**config.mk**
```make
export PLATFORM = sky130hd
export DESIGN_NAME = vss_top
export DESIGN_NICKNAME = d
export VERILOG_FILES = /design/src/logic/vss_pkg.sv /design/src/logic/vss_top.sv /design/src/logic/vss_wait_sel.sv /design/src/logic/vss_countdown.sv
export SDC_FILE = /design/constraint.sdc
export NUM_CORES = 1
export LEC_CHECK = 0
export ABC_AREA = 0
export BUFFER_PORTS_ARGS = -buffer_cell sky130_fd_sc_hd__clkbuf_2
export CORE_ASPECT_RATIO = 0.9
export CORE_MARGIN = 4
export CORE_UTILIZATION = 55
export DETAILED_ROUTE_END_ITERATION = 8
export PLACE_DENSITY = 0.77
export SETUP_SLACK_MARGIN = 0.4
export SLEW_MARGIN = 20
export SYNTH_ARGS = -nofsm -noshare
export SYNTH_HDL_FRONTEND = slang
export SYNTH_SLANG_ARGS = --single-unit
```
**constraint.sdc**
```tcl
create_clock -name clk -period 2.7 [get_ports clk]
set_clock_uncertainty 0.1 [all_clocks]
set_input_delay 0.54 -clock clk [delete_from_list [all_inputs] [get_ports clk]]
set_output_delay 0.54 -clock clk [all_outputs]
set_load 0.01 [all_outputs]
```
**src/logic/vss_pkg.sv**
```systemverilog
// Constants, register map and event codes for the stabilization select block.
// Assumes a single 10 MHz clock domain and an AXI4-Lite register port.
`default_nettype none

package vss_pkg;

  // Clock and timing
  localparam int CLK_PERIOD_NS = 100;
  localparam int SHORT_WAIT_NS = 1000; // Entry wait must stay under this
  // Longest time rounds down, and strictly below the figure
  localparam int SHORT_WAIT_CYC_I = SHORT_WAIT_NS / CLK_PERIOD_NS - 1;
  localparam int TW = 16;
  localparam logic [TW-1:0] SHORT_WAIT_CYC = TW'(SHORT_WAIT_CYC_I);
  localparam logic [TW-1:0] ZERO_WAIT = 16'h0000;
  localparam logic [TW-1:0] TIMER_ONE = 16'h0001;

  // Bus geometry
  localparam int AW = 8;
  localparam int DW = 32;
  localparam int NBYTES = DW / 8;

  // Register byte offsets
  localparam logic [AW-1:0] OFF_CFG = 8'h00;
  localparam logic [AW-1:0] OFF_CTRL = 8'h04;
  localparam logic [AW-1:0] OFF_MAIN_TIME = 8'h08;
  localparam logic [AW-1:0] OFF_ALT_TIME = 8'h0c;
  localparam logic [AW-1:0] OFF_UP_TIME = 8'h10;
  localparam logic [AW-1:0] OFF_STATUS = 8'h14;

  // Field layout
  localparam int SEL_LSB = 27;
  localparam int SEL_W = 2;
  localparam int FLUSH_LSB = 19;
  localparam int FLUSH_W = 7;
  localparam int FLUSH_EN_BIT = 0;
  localparam int STAT_TBUSY_BIT = 0;
  localparam int STAT_FBUSY_BIT = 1;

  // Selection codes
  localparam logic [SEL_W-1:0] SEL_MAIN_SHORT_ALT = 2'h0;
  localparam logic [SEL_W-1:0] SEL_MAIN_ALT_ALT = 2'h1;
  localparam logic [SEL_W-1:0] SEL_ZERO_SHORT_ALT = 2'h2;
  localparam logic [SEL_W-1:0] SEL_MAIN_ALL = 2'h3;

  // Reset values
  localparam logic [SEL_W-1:0] RST_SEL = 2'h0;
  localparam logic [FLUSH_W-1:0] RST_FLUSH = 7'h00;
  localparam logic RST_FLUSH_EN = 1'h0;
  localparam logic [TW-1:0] RST_MAIN_TIME = 16'h0064;
  localparam logic [TW-1:0] RST_ALT_TIME = 16'h0032;
  localparam logic [TW-1:0] RST_UP_TIME = 16'h0064;

  // AXI responses
  localparam logic [1:0] RESP_OKAY = 2'h0;
  localparam logic [1:0] RESP_SLVERR = 2'h2;
  localparam logic [DW-1:0] ZERO_WORD = 32'h0000_0000;

  // Earliest silicon revision, where the flush delay field is dead
  localparam int REV_EARLIEST = 0;

  // Kind of voltage transition requested
  typedef enum logic [1:0] {
    EV_DOWN,
    EV_UP,
    EV_ALT_ENTRY,
    EV_ALT_EXIT
  } vss_event_t;

endpackage

`default_nettype wire

```
**src/logic/vss_top.sv**
```systemverilog
// Voltage stabilization select: AXI4-Lite registers, transition waits and
// the halt flush delay. Assumes one clock, inputs synchronous to it.
//
// Overview of operation
// - Code 00: down uses main time, entry under 1 us, exit alt time.
// - Code 01: down uses main time, entry and exit use alt time.
// - Code 10: down waits zero, entry under 1 us, exit alt time.
// - Code 11: down, entry and exit all use main time.
// - Halt flush delay is read-write at bits 25:19, reset to zero.
// - Flush delay applies only while flush on halt is enabled.
// - On the earliest revision the flush delay field is reserved.
// - Upward transitions always use the dedicated up time.
`default_nettype none

module vss_top
  import vss_pkg::*;
#(
  parameter int REVISION = 1
) (
  input wire logic clk,
  input wire logic nrst,
  input wire logic ce,
  input wire logic s_axi_awvalid,
  output logic s_axi_awready,
  input wire logic [vss_pkg::AW-1:0] s_axi_awaddr,
  input wire logic s_axi_wvalid,
  output logic s_axi_wready,
  input wire logic [vss_pkg::DW-1:0] s_axi_wdata,
  input wire logic [vss_pkg::NBYTES-1:0] s_axi_wstrb,
  output logic s_axi_bvalid,
  input wire logic s_axi_bready,
  output logic [1:0] s_axi_bresp,
  input wire logic s_axi_arvalid,
  output logic s_axi_arready,
  input wire logic [vss_pkg::AW-1:0] s_axi_araddr,
  output logic s_axi_rvalid,
  input wire logic s_axi_rready,
  output logic [vss_pkg::DW-1:0] s_axi_rdata,
  output logic [1:0] s_axi_rresp,
  input wire logic trans_req,
  input wire vss_pkg::vss_event_t trans_kind,
  output logic trans_ready,
  output logic trans_busy,
  output logic trans_done,
  input wire logic halt_req,
  output logic flush_go,
  output logic [vss_pkg::SEL_W-1:0] stabilization_select,
  output logic [vss_pkg::FLUSH_W-1:0] halt_flush_delay
);

  // Write channel state
  logic aw_have_ff, nxt_aw_have;
  logic [AW-1:0] awaddr_ff, nxt_awaddr;
  logic w_have_ff, nxt_w_have;
  logic [DW-1:0] wdata_ff, nxt_wdata;
  logic [NBYTES-1:0] wstrb_ff, nxt_wstrb;
  logic bvalid_ff, nxt_bvalid;
  logic [1:0] bresp_ff, nxt_bresp;
  logic do_write;
  // Read channel state
  logic rvalid_ff, nxt_rvalid;
  logic [DW-1:0] rdata_ff, nxt_rdata;
  logic [1:0] rresp_ff, nxt_rresp;
  // Configuration state
  logic [SEL_W-1:0] sel_ff, nxt_sel;
  logic [FLUSH_W-1:0] flush_dly_ff, nxt_flush_dly;
  logic flush_en_ff, nxt_flush_en;
  logic [TW-1:0] main_time_ff, nxt_main_time;
  logic [TW-1:0] alt_time_ff, nxt_alt_time;
  logic [TW-1:0] up_time_ff, nxt_up_time;
  // Datapath
  logic [DW-1:0] wmask;
  logic [DW-1:0] cfg_word;
  logic [DW-1:0] ctrl_word;
  logic [DW-1:0] stat_word;
  logic [TW-1:0] trans_wait;
  logic [TW-1:0] flush_wait;
  logic trans_load;
  logic flush_load;
  logic flush_busy;

  // Byte enables widened to a bit mask
  genvar gi;
  generate
    for (gi = 0; gi < NBYTES; gi++) begin : g_mask
      assign wmask[gi*8 +: 8] = {8{wstrb_ff[gi]}};
    end
  endgenerate

  // Readback words; reserved bits read zero
  always_comb begin
    cfg_word = ZERO_WORD;
    cfg_word[SEL_LSB +: SEL_W] = sel_ff;
    cfg_word[FLUSH_LSB +: FLUSH_W] = flush_dly_ff;
    ctrl_word = ZERO_WORD;
    ctrl_word[FLUSH_EN_BIT] = flush_en_ff;
    stat_word = ZERO_WORD;
    stat_word[STAT_TBUSY_BIT] = trans_busy;
    stat_word[STAT_FBUSY_BIT] = flush_busy;
  end

  // Address and data taken in either order, then one write, then response
  assign s_axi_awready = ce && !aw_have_ff && !bvalid_ff;
  assign s_axi_wready = ce && !w_have_ff && !bvalid_ff;
  assign do_write = aw_have_ff && w_have_ff && !bvalid_ff;

  always_comb begin
    nxt_aw_have = aw_have_ff;
    nxt_awaddr = awaddr_ff;
    nxt_w_have = w_have_ff;
    nxt_wdata = wdata_ff;
    nxt_wstrb = wstrb_ff;
    nxt_bvalid = bvalid_ff;
    nxt_bresp = bresp_ff;
    if (s_axi_awvalid && s_axi_awready) begin
      nxt_aw_have = 1'b1;
      nxt_awaddr = s_axi_awaddr;
    end
    if (s_axi_wvalid && s_axi_wready) begin
      nxt_w_have = 1'b1;
      nxt_wdata = s_axi_wdata;
      nxt_wstrb = s_axi_wstrb;
    end
    if (do_write) begin
      nxt_aw_have = 1'b0;
      nxt_w_have = 1'b0;
      nxt_bvalid = 1'b1;
      case (awaddr_ff)
        OFF_CFG, OFF_CTRL, OFF_MAIN_TIME, OFF_ALT_TIME, OFF_UP_TIME,
        OFF_STATUS: nxt_bresp = RESP_OKAY;
        default: nxt_bresp = RESP_SLVERR;
      endcase
    end else if (bvalid_ff && s_axi_bready) begin
      nxt_bvalid = 1'b0;
    end
  end

  always_ff @(posedge clk or negedge nrst) begin
    if (!nrst) begin
      aw_have_ff <= 1'b0;
      awaddr_ff <= '0;
      w_have_ff <= 1'b0;
      wdata_ff <= ZERO_WORD;
      wstrb_ff <= '0;
      bvalid_ff <= 1'b0;
      bresp_ff <= RESP_OKAY;
    end else if (ce) begin
      aw_have_ff <= nxt_aw_have;
      awaddr_ff <= nxt_awaddr;
      w_have_ff <= nxt_w_have;
      wdata_ff <= nxt_wdata;
      wstrb_ff <= nxt_wstrb;
      bvalid_ff <= nxt_bvalid;
      bresp_ff <= nxt_bresp;
    end
  end

  // Register updates; status writes are accepted and dropped
  always_comb begin
    logic [DW-1:0] merged;
    merged = ZERO_WORD;
    nxt_sel = sel_ff;
    nxt_flush_dly = flush_dly_ff;
    nxt_flush_en = flush_en_ff;
    nxt_main_time = main_time_ff;
    nxt_alt_time = alt_time_ff;
    nxt_up_time = up_time_ff;
    if (do_write) begin
      case (awaddr_ff)
        OFF_CFG: begin
          merged = (cfg_word & ~wmask) | (wdata_ff & wmask);
          nxt_sel = merged[SEL_LSB +: SEL_W];
          // Earliest silicon keeps the field stuck at zero
          if (REVISION != REV_EARLIEST) begin
            nxt_flush_dly = merged[FLUSH_LSB +: FLUSH_W];
          end
        end
        OFF_CTRL: begin
          merged = (ctrl_word & ~wmask) | (wdata_ff & wmask);
          nxt_flush_en = merged[FLUSH_EN_BIT];
        end
        OFF_MAIN_TIME: begin
          merged = ({16'h0000, main_time_ff} & ~wmask) | (wdata_ff & wmask);
          nxt_main_time = merged[TW-1:0];
        end
        OFF_ALT_TIME: begin
          merged = ({16'h0000, alt_time_ff} & ~wmask) | (wdata_ff & wmask);
          nxt_alt_time = merged[TW-1:0];
        end
        OFF_UP_TIME: begin
          merged = ({16'h0000, up_time_ff} & ~wmask) | (wdata_ff & wmask);
          nxt_up_time = merged[TW-1:0];
        end
        default: merged = ZERO_WORD;
      endcase
    end
  end

  always_ff @(posedge clk or negedge nrst) begin
    if (!nrst) begin
      sel_ff <= RST_SEL;
      flush_dly_ff <= RST_FLUSH;
      flush_en_ff <= RST_FLUSH_EN;
      main_time_ff <= RST_MAIN_TIME;
      alt_time_ff <= RST_ALT_TIME;
      up_time_ff <= RST_UP_TIME;
    end else if (ce) begin
      sel_ff <= nxt_sel;
      flush_dly_ff <= nxt_flush_dly;
      flush_en_ff <= nxt_flush_en;
      main_time_ff <= nxt_main_time;
      alt_time_ff <= nxt_alt_time;
      up_time_ff <= nxt_up_time;
    end
  end

  // Read channel; one read outstanding, answer one cycle after the take
  assign s_axi_arready = ce && !rvalid_ff;
  always_comb begin
    nxt_rvalid = rvalid_ff;
    nxt_rdata = rdata_ff;
    nxt_rresp = rresp_ff;
    if (s_axi_arvalid && s_axi_arready) begin
      nxt_rvalid = 1'b1;
      nxt_rresp = RESP_OKAY;
      case (s_axi_araddr)
        OFF_CFG: nxt_rdata = cfg_word;
        OFF_CTRL: nxt_rdata = ctrl_word;
        OFF_MAIN_TIME: nxt_rdata = {16'h0000, main_time_ff};
        OFF_ALT_TIME: nxt_rdata = {16'h0000, alt_time_ff};
        OFF_UP_TIME: nxt_rdata = {16'h0000, up_time_ff};
        OFF_STATUS: nxt_rdata = stat_word;
        default: begin
          nxt_rdata = ZERO_WORD;
          nxt_rresp = RESP_SLVERR;
        end
      endcase
    end else if (rvalid_ff && s_axi_rready) begin
      nxt_rvalid = 1'b0;
    end
  end

  always_ff @(posedge clk or negedge nrst) begin
    if (!nrst) begin
      rvalid_ff <= 1'b0;
      rdata_ff <= ZERO_WORD;
      rresp_ff <= RESP_OKAY;
    end else if (ce) begin
      rvalid_ff <= nxt_rvalid;
      rdata_ff <= nxt_rdata;
      rresp_ff <= nxt_rresp;
    end
  end

  assign s_axi_bvalid = bvalid_ff;
  assign s_axi_bresp = bresp_ff;
  assign s_axi_rvalid = rvalid_ff;
  assign s_axi_rdata = rdata_ff;
  assign s_axi_rresp = rresp_ff;
  // Wait chosen from the selection code and transition kind
  vss_wait_sel u_sel (
    .stabilization_select(sel_ff),
    .kind(trans_kind),
    .main_stabilization_time(main_time_ff),
    .alt_stabilization_time(alt_time_ff),
    .up_stabilization_time(up_time_ff),
    .wait_cycles(trans_wait)
  );

  // New requests are refused while a wait is still running
  assign trans_load = ce && trans_req && !trans_busy;
  assign trans_ready = !trans_busy;
  vss_countdown u_trans (
    .clk(clk),
    .nrst(nrst),
    .ce(ce),
    .load(trans_load),
    .value(trans_wait),
    .busy(trans_busy),
    .done(trans_done)
  );
  // Halt flush only starts while flush on halt is on; a running wait still finishes if it is turned off
  assign flush_load = ce && halt_req && flush_en_ff && !flush_busy;
  assign flush_wait = {{(TW - FLUSH_W){1'b0}}, flush_dly_ff};
  vss_countdown u_flush (
    .clk(clk),
    .nrst(nrst),
    .ce(ce),
    .load(flush_load),
    .value(flush_wait),
    .busy(flush_busy),
    .done(flush_go)
  );
  assign stabilization_select = sel_ff;
  assign halt_flush_delay = flush_dly_ff;
  // Checks on the wait chosen when a transition is taken, on busy, and on the flush delay
  a_entry_short_wait: assert property (@(posedge clk) disable iff (!nrst)
    trans_load && sel_ff == SEL_MAIN_SHORT_ALT && trans_kind == EV_ALT_ENTRY
    |-> trans_wait == SHORT_WAIT_CYC)
    else $error("entry wait with code 00 is not the short wait");
  a_code01_alt_wait: assert property (@(posedge clk) disable iff (!nrst)
    trans_load && sel_ff == SEL_MAIN_ALT_ALT && trans_kind != EV_DOWN
    && trans_kind != EV_UP |-> trans_wait == alt_time_ff)
    else $error("code 01 alt transition does not use alt time");
  a_code10_zero_down: assert property (@(posedge clk) disable iff (!nrst)
    trans_load && sel_ff == SEL_ZERO_SHORT_ALT && trans_kind == EV_DOWN
    ##1 ce |=> trans_done)
    else $error("code 10 down transition did not finish at once");
  a_code11_main_wait: assert property (@(posedge clk) disable iff (!nrst)
    trans_load && sel_ff == SEL_MAIN_ALL && trans_kind != EV_UP
    |-> trans_wait == main_time_ff)
    else $error("code 11 transition does not use main time");
  a_up_dedicated: assert property (@(posedge clk) disable iff (!nrst)
    trans_load && trans_kind == EV_UP |-> trans_wait == up_time_ff)
    else $error("upward transition does not use up time");
  a_trans_held_busy: assert property (@(posedge clk) disable iff (!nrst)
    trans_load && trans_wait > TIMER_ONE
    |=> trans_busy && !trans_done ##1 trans_busy && !trans_done)
    else $error("transition completed before its wait ran out");
  a_flush_field_rw: assert property (@(posedge clk) disable iff (!nrst)
    ce && do_write && awaddr_ff == OFF_CFG && wstrb_ff == 4'hf
    && REVISION != REV_EARLIEST
    |=> flush_dly_ff == $past(wdata_ff[FLUSH_LSB +: FLUSH_W]))
    else $error("flush delay field did not take the written value");
  a_flush_needs_en: assert property (@(posedge clk) disable iff (!nrst)
    halt_req && !flush_en_ff && !flush_busy |=> !flush_busy)
    else $error("flush wait started with flush on halt disabled");
  a_early_rev_dead: assert property (@(posedge clk) disable iff (!nrst)
    REVISION == REV_EARLIEST |-> flush_dly_ff == RST_FLUSH)
    else $error("flush delay field moved on the earliest revision");
endmodule

`default_nettype wire

```
**src/logic/vss_wait_sel.sv**
```systemverilog
// Picks the stabilization wait for one transition kind and selection code.
// Purely combinational; the caller loads the result into a countdown.
`default_nettype none

module vss_wait_sel
  import vss_pkg::*;
(
  input wire logic [vss_pkg::SEL_W-1:0] stabilization_select,
  input wire vss_pkg::vss_event_t kind,
  input wire logic [vss_pkg::TW-1:0] main_stabilization_time,
  input wire logic [vss_pkg::TW-1:0] alt_stabilization_time,
  input wire logic [vss_pkg::TW-1:0] up_stabilization_time,
  output logic [vss_pkg::TW-1:0] wait_cycles
);

  // Upward moves ignore the selection code entirely
  always_comb begin
    wait_cycles = main_stabilization_time;
    case (kind)
      EV_UP: wait_cycles = up_stabilization_time;
      EV_DOWN: begin
        if (stabilization_select == SEL_ZERO_SHORT_ALT) begin
          wait_cycles = ZERO_WAIT;
        end else begin
          wait_cycles = main_stabilization_time;
        end
      end
      EV_ALT_ENTRY: begin
        case (stabilization_select)
          SEL_MAIN_ALT_ALT: wait_cycles = alt_stabilization_time;
          SEL_MAIN_ALL: wait_cycles = main_stabilization_time;
          default: wait_cycles = SHORT_WAIT_CYC;
        endcase
      end
      EV_ALT_EXIT: begin
        if (stabilization_select == SEL_MAIN_ALL) begin
          wait_cycles = main_stabilization_time;
        end else begin
          wait_cycles = alt_stabilization_time;
        end
      end
      default: wait_cycles = main_stabilization_time;
    endcase
  end

endmodule

`default_nettype wire

```
**src/logic/vss_countdown.sv**
```systemverilog
// Countdown that holds busy from a load until the loaded count has run out.
// A load of N gives done N+1 cycles after the load edge; ce freezes it.
`default_nettype none

module vss_countdown
  import vss_pkg::*;
(
  input wire logic clk,
  input wire logic nrst,
  input wire logic ce,
  input wire logic load,
  input wire logic [vss_pkg::TW-1:0] value,
  output logic busy,
  output logic done
);

  logic [TW-1:0] cnt_ff;
  logic [TW-1:0] nxt_cnt;
  logic busy_ff;
  logic nxt_busy;
  logic done_ff;
  logic nxt_done;

  // Next count; a load while busy is ignored here as well as by the caller
  always_comb begin
    nxt_cnt = cnt_ff;
    nxt_busy = busy_ff;
    nxt_done = 1'b0;
    if (load && !busy_ff) begin
      nxt_cnt = value;
      nxt_busy = 1'b1;
    end else if (busy_ff) begin
      if (cnt_ff == ZERO_WAIT) begin
        nxt_busy = 1'b0;
        nxt_done = 1'b1;
      end else begin
        nxt_cnt = cnt_ff - TIMER_ONE;
      end
    end
  end

  always_ff @(posedge clk or negedge nrst) begin
    if (!nrst) begin
      cnt_ff <= ZERO_WAIT;
      busy_ff <= 1'b0;
      done_ff <= 1'b0;
    end else if (ce) begin
      cnt_ff <= nxt_cnt;
      busy_ff <= nxt_busy;
      done_ff <= nxt_done;
    end
  end

  assign busy = busy_ff;
  assign done = done_ff;

endmodule

`default_nettype wire

```
==> out/metrics.cfg <==
[synth]
synth-simple-area-share_pct=12.2
synth_seq_cells=162
synth_top_family_by_area=multiplexers
synth_ff_type=dfrtp_1
synth_compound_area_share_pct=14.8
netlist_top_cells_count=153 x dfrtp_1, 96 x mux2_2, 35 x nand2_1
synth.top_cell.area_share_pct=48.0
seq_area_frac_synth_pct=50.9
synth_edf_count=0
syn_inst=684
syn_area_sq_um=7980
synth.avg_cell_area_sq_um=11.7
yosysMostFrequentCell=dfrtp_1
synthMuxAreaShare_pct=16.9
ys.warnings.count=0
ys_types=76
synth_xor_xnor_area_share_pct=1.43
synthArstFlopShare_pct=100
synth_top_area_cell=dfrtp_1
ys_top_cells_by_area=dfrtp_1 48%, mux2_2 14%, mux2i_1 3.4%
synth_fa_ha_area_share_pct=0.314

[global_routing]
grt_usage_pct=26.3
grt_start_max_net_pins=60
grt_pass1_vias=6292
antenna_found_initial=0
grt_overflow=0
grt_pass1_wl_um=33600

[routing]
drc=0
wl_um=20600
avgViaCountPerCell=6.08
drt_pass1_iterations=5
wl_per_cell_um=20.3
drt-initial-drc-count=635
ant_nets=0
vias=6145

[die]
fp-row-count=41
dieArea_sq_um=16500
io_pins=118
core_sq_um=14100
dieHeight_um=122
initial_core_util_pct=56.6
fp.dieW_um=135

[power]
comb_power_share_pct=20.5
p_leak_uw=0.00440
intPower_uw=5180
swShare_pct=30.4
switchingPower_uw=2260
pwr-share-seq_pct=47.0
power.density_nw_per_um2=785
clkPwrFrac_pct=32.5
peakVddDrop_v=0.000598

[worst_setup_path]
worstSetupStartpoint=awaddr_ff[0]
cp.required_ps=2910
ff2ff_path_depth=5
endpoint_kind=flip-flop
worstPathMaxFanout=8
cp-start-kind=flip-flop
r2r_slack_ps=420
critPathArrivalTime_ps=2480
r2r-start=awaddr_ff[0]
critical_path_class=flip-flop to flip-flop

[worst_hold_path]
min_from=s_axi_wdata[3]
hold-path-endpoint=wdata_ff[3]
hold_depth=2
min_path_type=input port to flip-flop

[clock_tree]
cts_setup_buffers=0
cts_root_buf=clkbuf_16
cts_tree=done
cts_buffer_depth=2
clock-sinks=162
htreeDepth=4
cts_buffers=17
insertion_delay_ps=430
clk_pin_slew_ps=60

[placement]
dp_hpwl_um=14400
post_dp_cell_area_sq_um=8840
port-buffer-count=101
post-place-ws_ps=239
place.gp.congestion=0.902

[timing]
worstMarginPinSlew_ps=706
rsz0062_at_grt=yes
holdWs_ps=240
hold_viol_final=0
layout_setup_ws_ps=423
setup_viol=0
slew_headroom_pct=52.9
max_freq_mhz=439
finalCritPeriodShare_pct=84.3
final-max-slew-violation-count=0
setup-tns-final_ps=0
finalCriticalPeriod_ps=2280

[finish]
utilization_pct=67.2
nets=872
area_growth_pct=18.7
post-route-cell-area_sq_um=9480
diodes=0
n_fill_cell=1024
drive_above_1_share_pct=37.2

[job]
drv_cap=0

[status]
status=complete, no violations

## through the flow
stage               total power [uW]  cells
global placement                4880    979
finish                          7440   1011
detailed placement              5000    979
global route                    7830   1011
CTS                             7440   1011
floorplan                       4460    692
## cell type report
cell class              count  area [sq um]  area share, %
clock buffers              18           429           4.53
multi-input cells         469          3710           39.1
repair buffers            136           793           8.37
clock inverters            13           163           1.72
well taps                 193           241           2.55
flip-flops and latches    162          4070           42.9
inverters                  20          75.1          0.792
## cell families (layout without fill, tap and decap cells)
family | after synthesis | in the layout
other cells | 1 | 9
compound gates | 159 | 159
mux | 123 | 123
xor+xnor | 13 | 13
buf+inv | 61 | 187
flops | 162 | 162
simple gates | 163 | 163
fa+ha+maj | 2 | 2
## worst max-delay path: stages (launching register included)
cell     delay, ps
dfrtp_1        370
or4_4          570
nor4_4         310
and3b_1        300
nand2_2        190
mux2_2         320
## cell usage in the layout (no fill, tap or decap), drive strengths merged, types with 7 or more instances in the layout
cell type and count:
o2bb2ai 16, a211oi 8, conb 9, dfrtp 153, nand3 17, nor4 8, nand2b 14, mux2i 27
nor3 8, inv 21, o21ai 27, dfstp 9, o22ai 7, clkbuf 118, a21oi 23, or4 7
mux2 96, xnor2 8, nand2 38, buf 35, nor2 29, a21o 7, a22o 24
## power groups by stage
stage | sequential, uW | clock [uW] | combinational [uW]
finish | 3500 | 2420 | 1530
global route | 3570 | 2570 | 1680
CTS | 3470 | 2450 | 1520
detailed placement | 3500 | 0 | 1500
global placement | 3450 | 0 | 1430
floorplan | 3350 | 0 | 1110
## layer usage
layer,up-vias,GRT usage (%),part of all wire (%)
li1,2781,-,-
met1,3144,36.8,44
met2,199,41.4,48
met3,21,5.61,5.9
met4,0,8.88,1.6
met5,-,0,0
## how the worst max path moves through the flow
| stage | end | slack, ps |
|---|---|---|
| final | flip-flop | 420 |
| after global routing | flip-flop | 380 |
| after CTS | u_trans.cnt_ff[13] | 410 |
| after detailed placement | s_axi_rdata[25] | 240 |
| after global placement | s_axi_rdata[19] | 300 |
| after floorplan | u_trans.cnt_ff[14] | 500 |
## timing repair
item | CTS | global route
pin swaps | 0 | 1
endpoints found under the hold margin | 22 | 0
endpoints found under the setup margin | 2 | 22
hold buffers | 1 | 0
gates resized for setup | 2 | 6
Power figures use the tool's default switching activity.
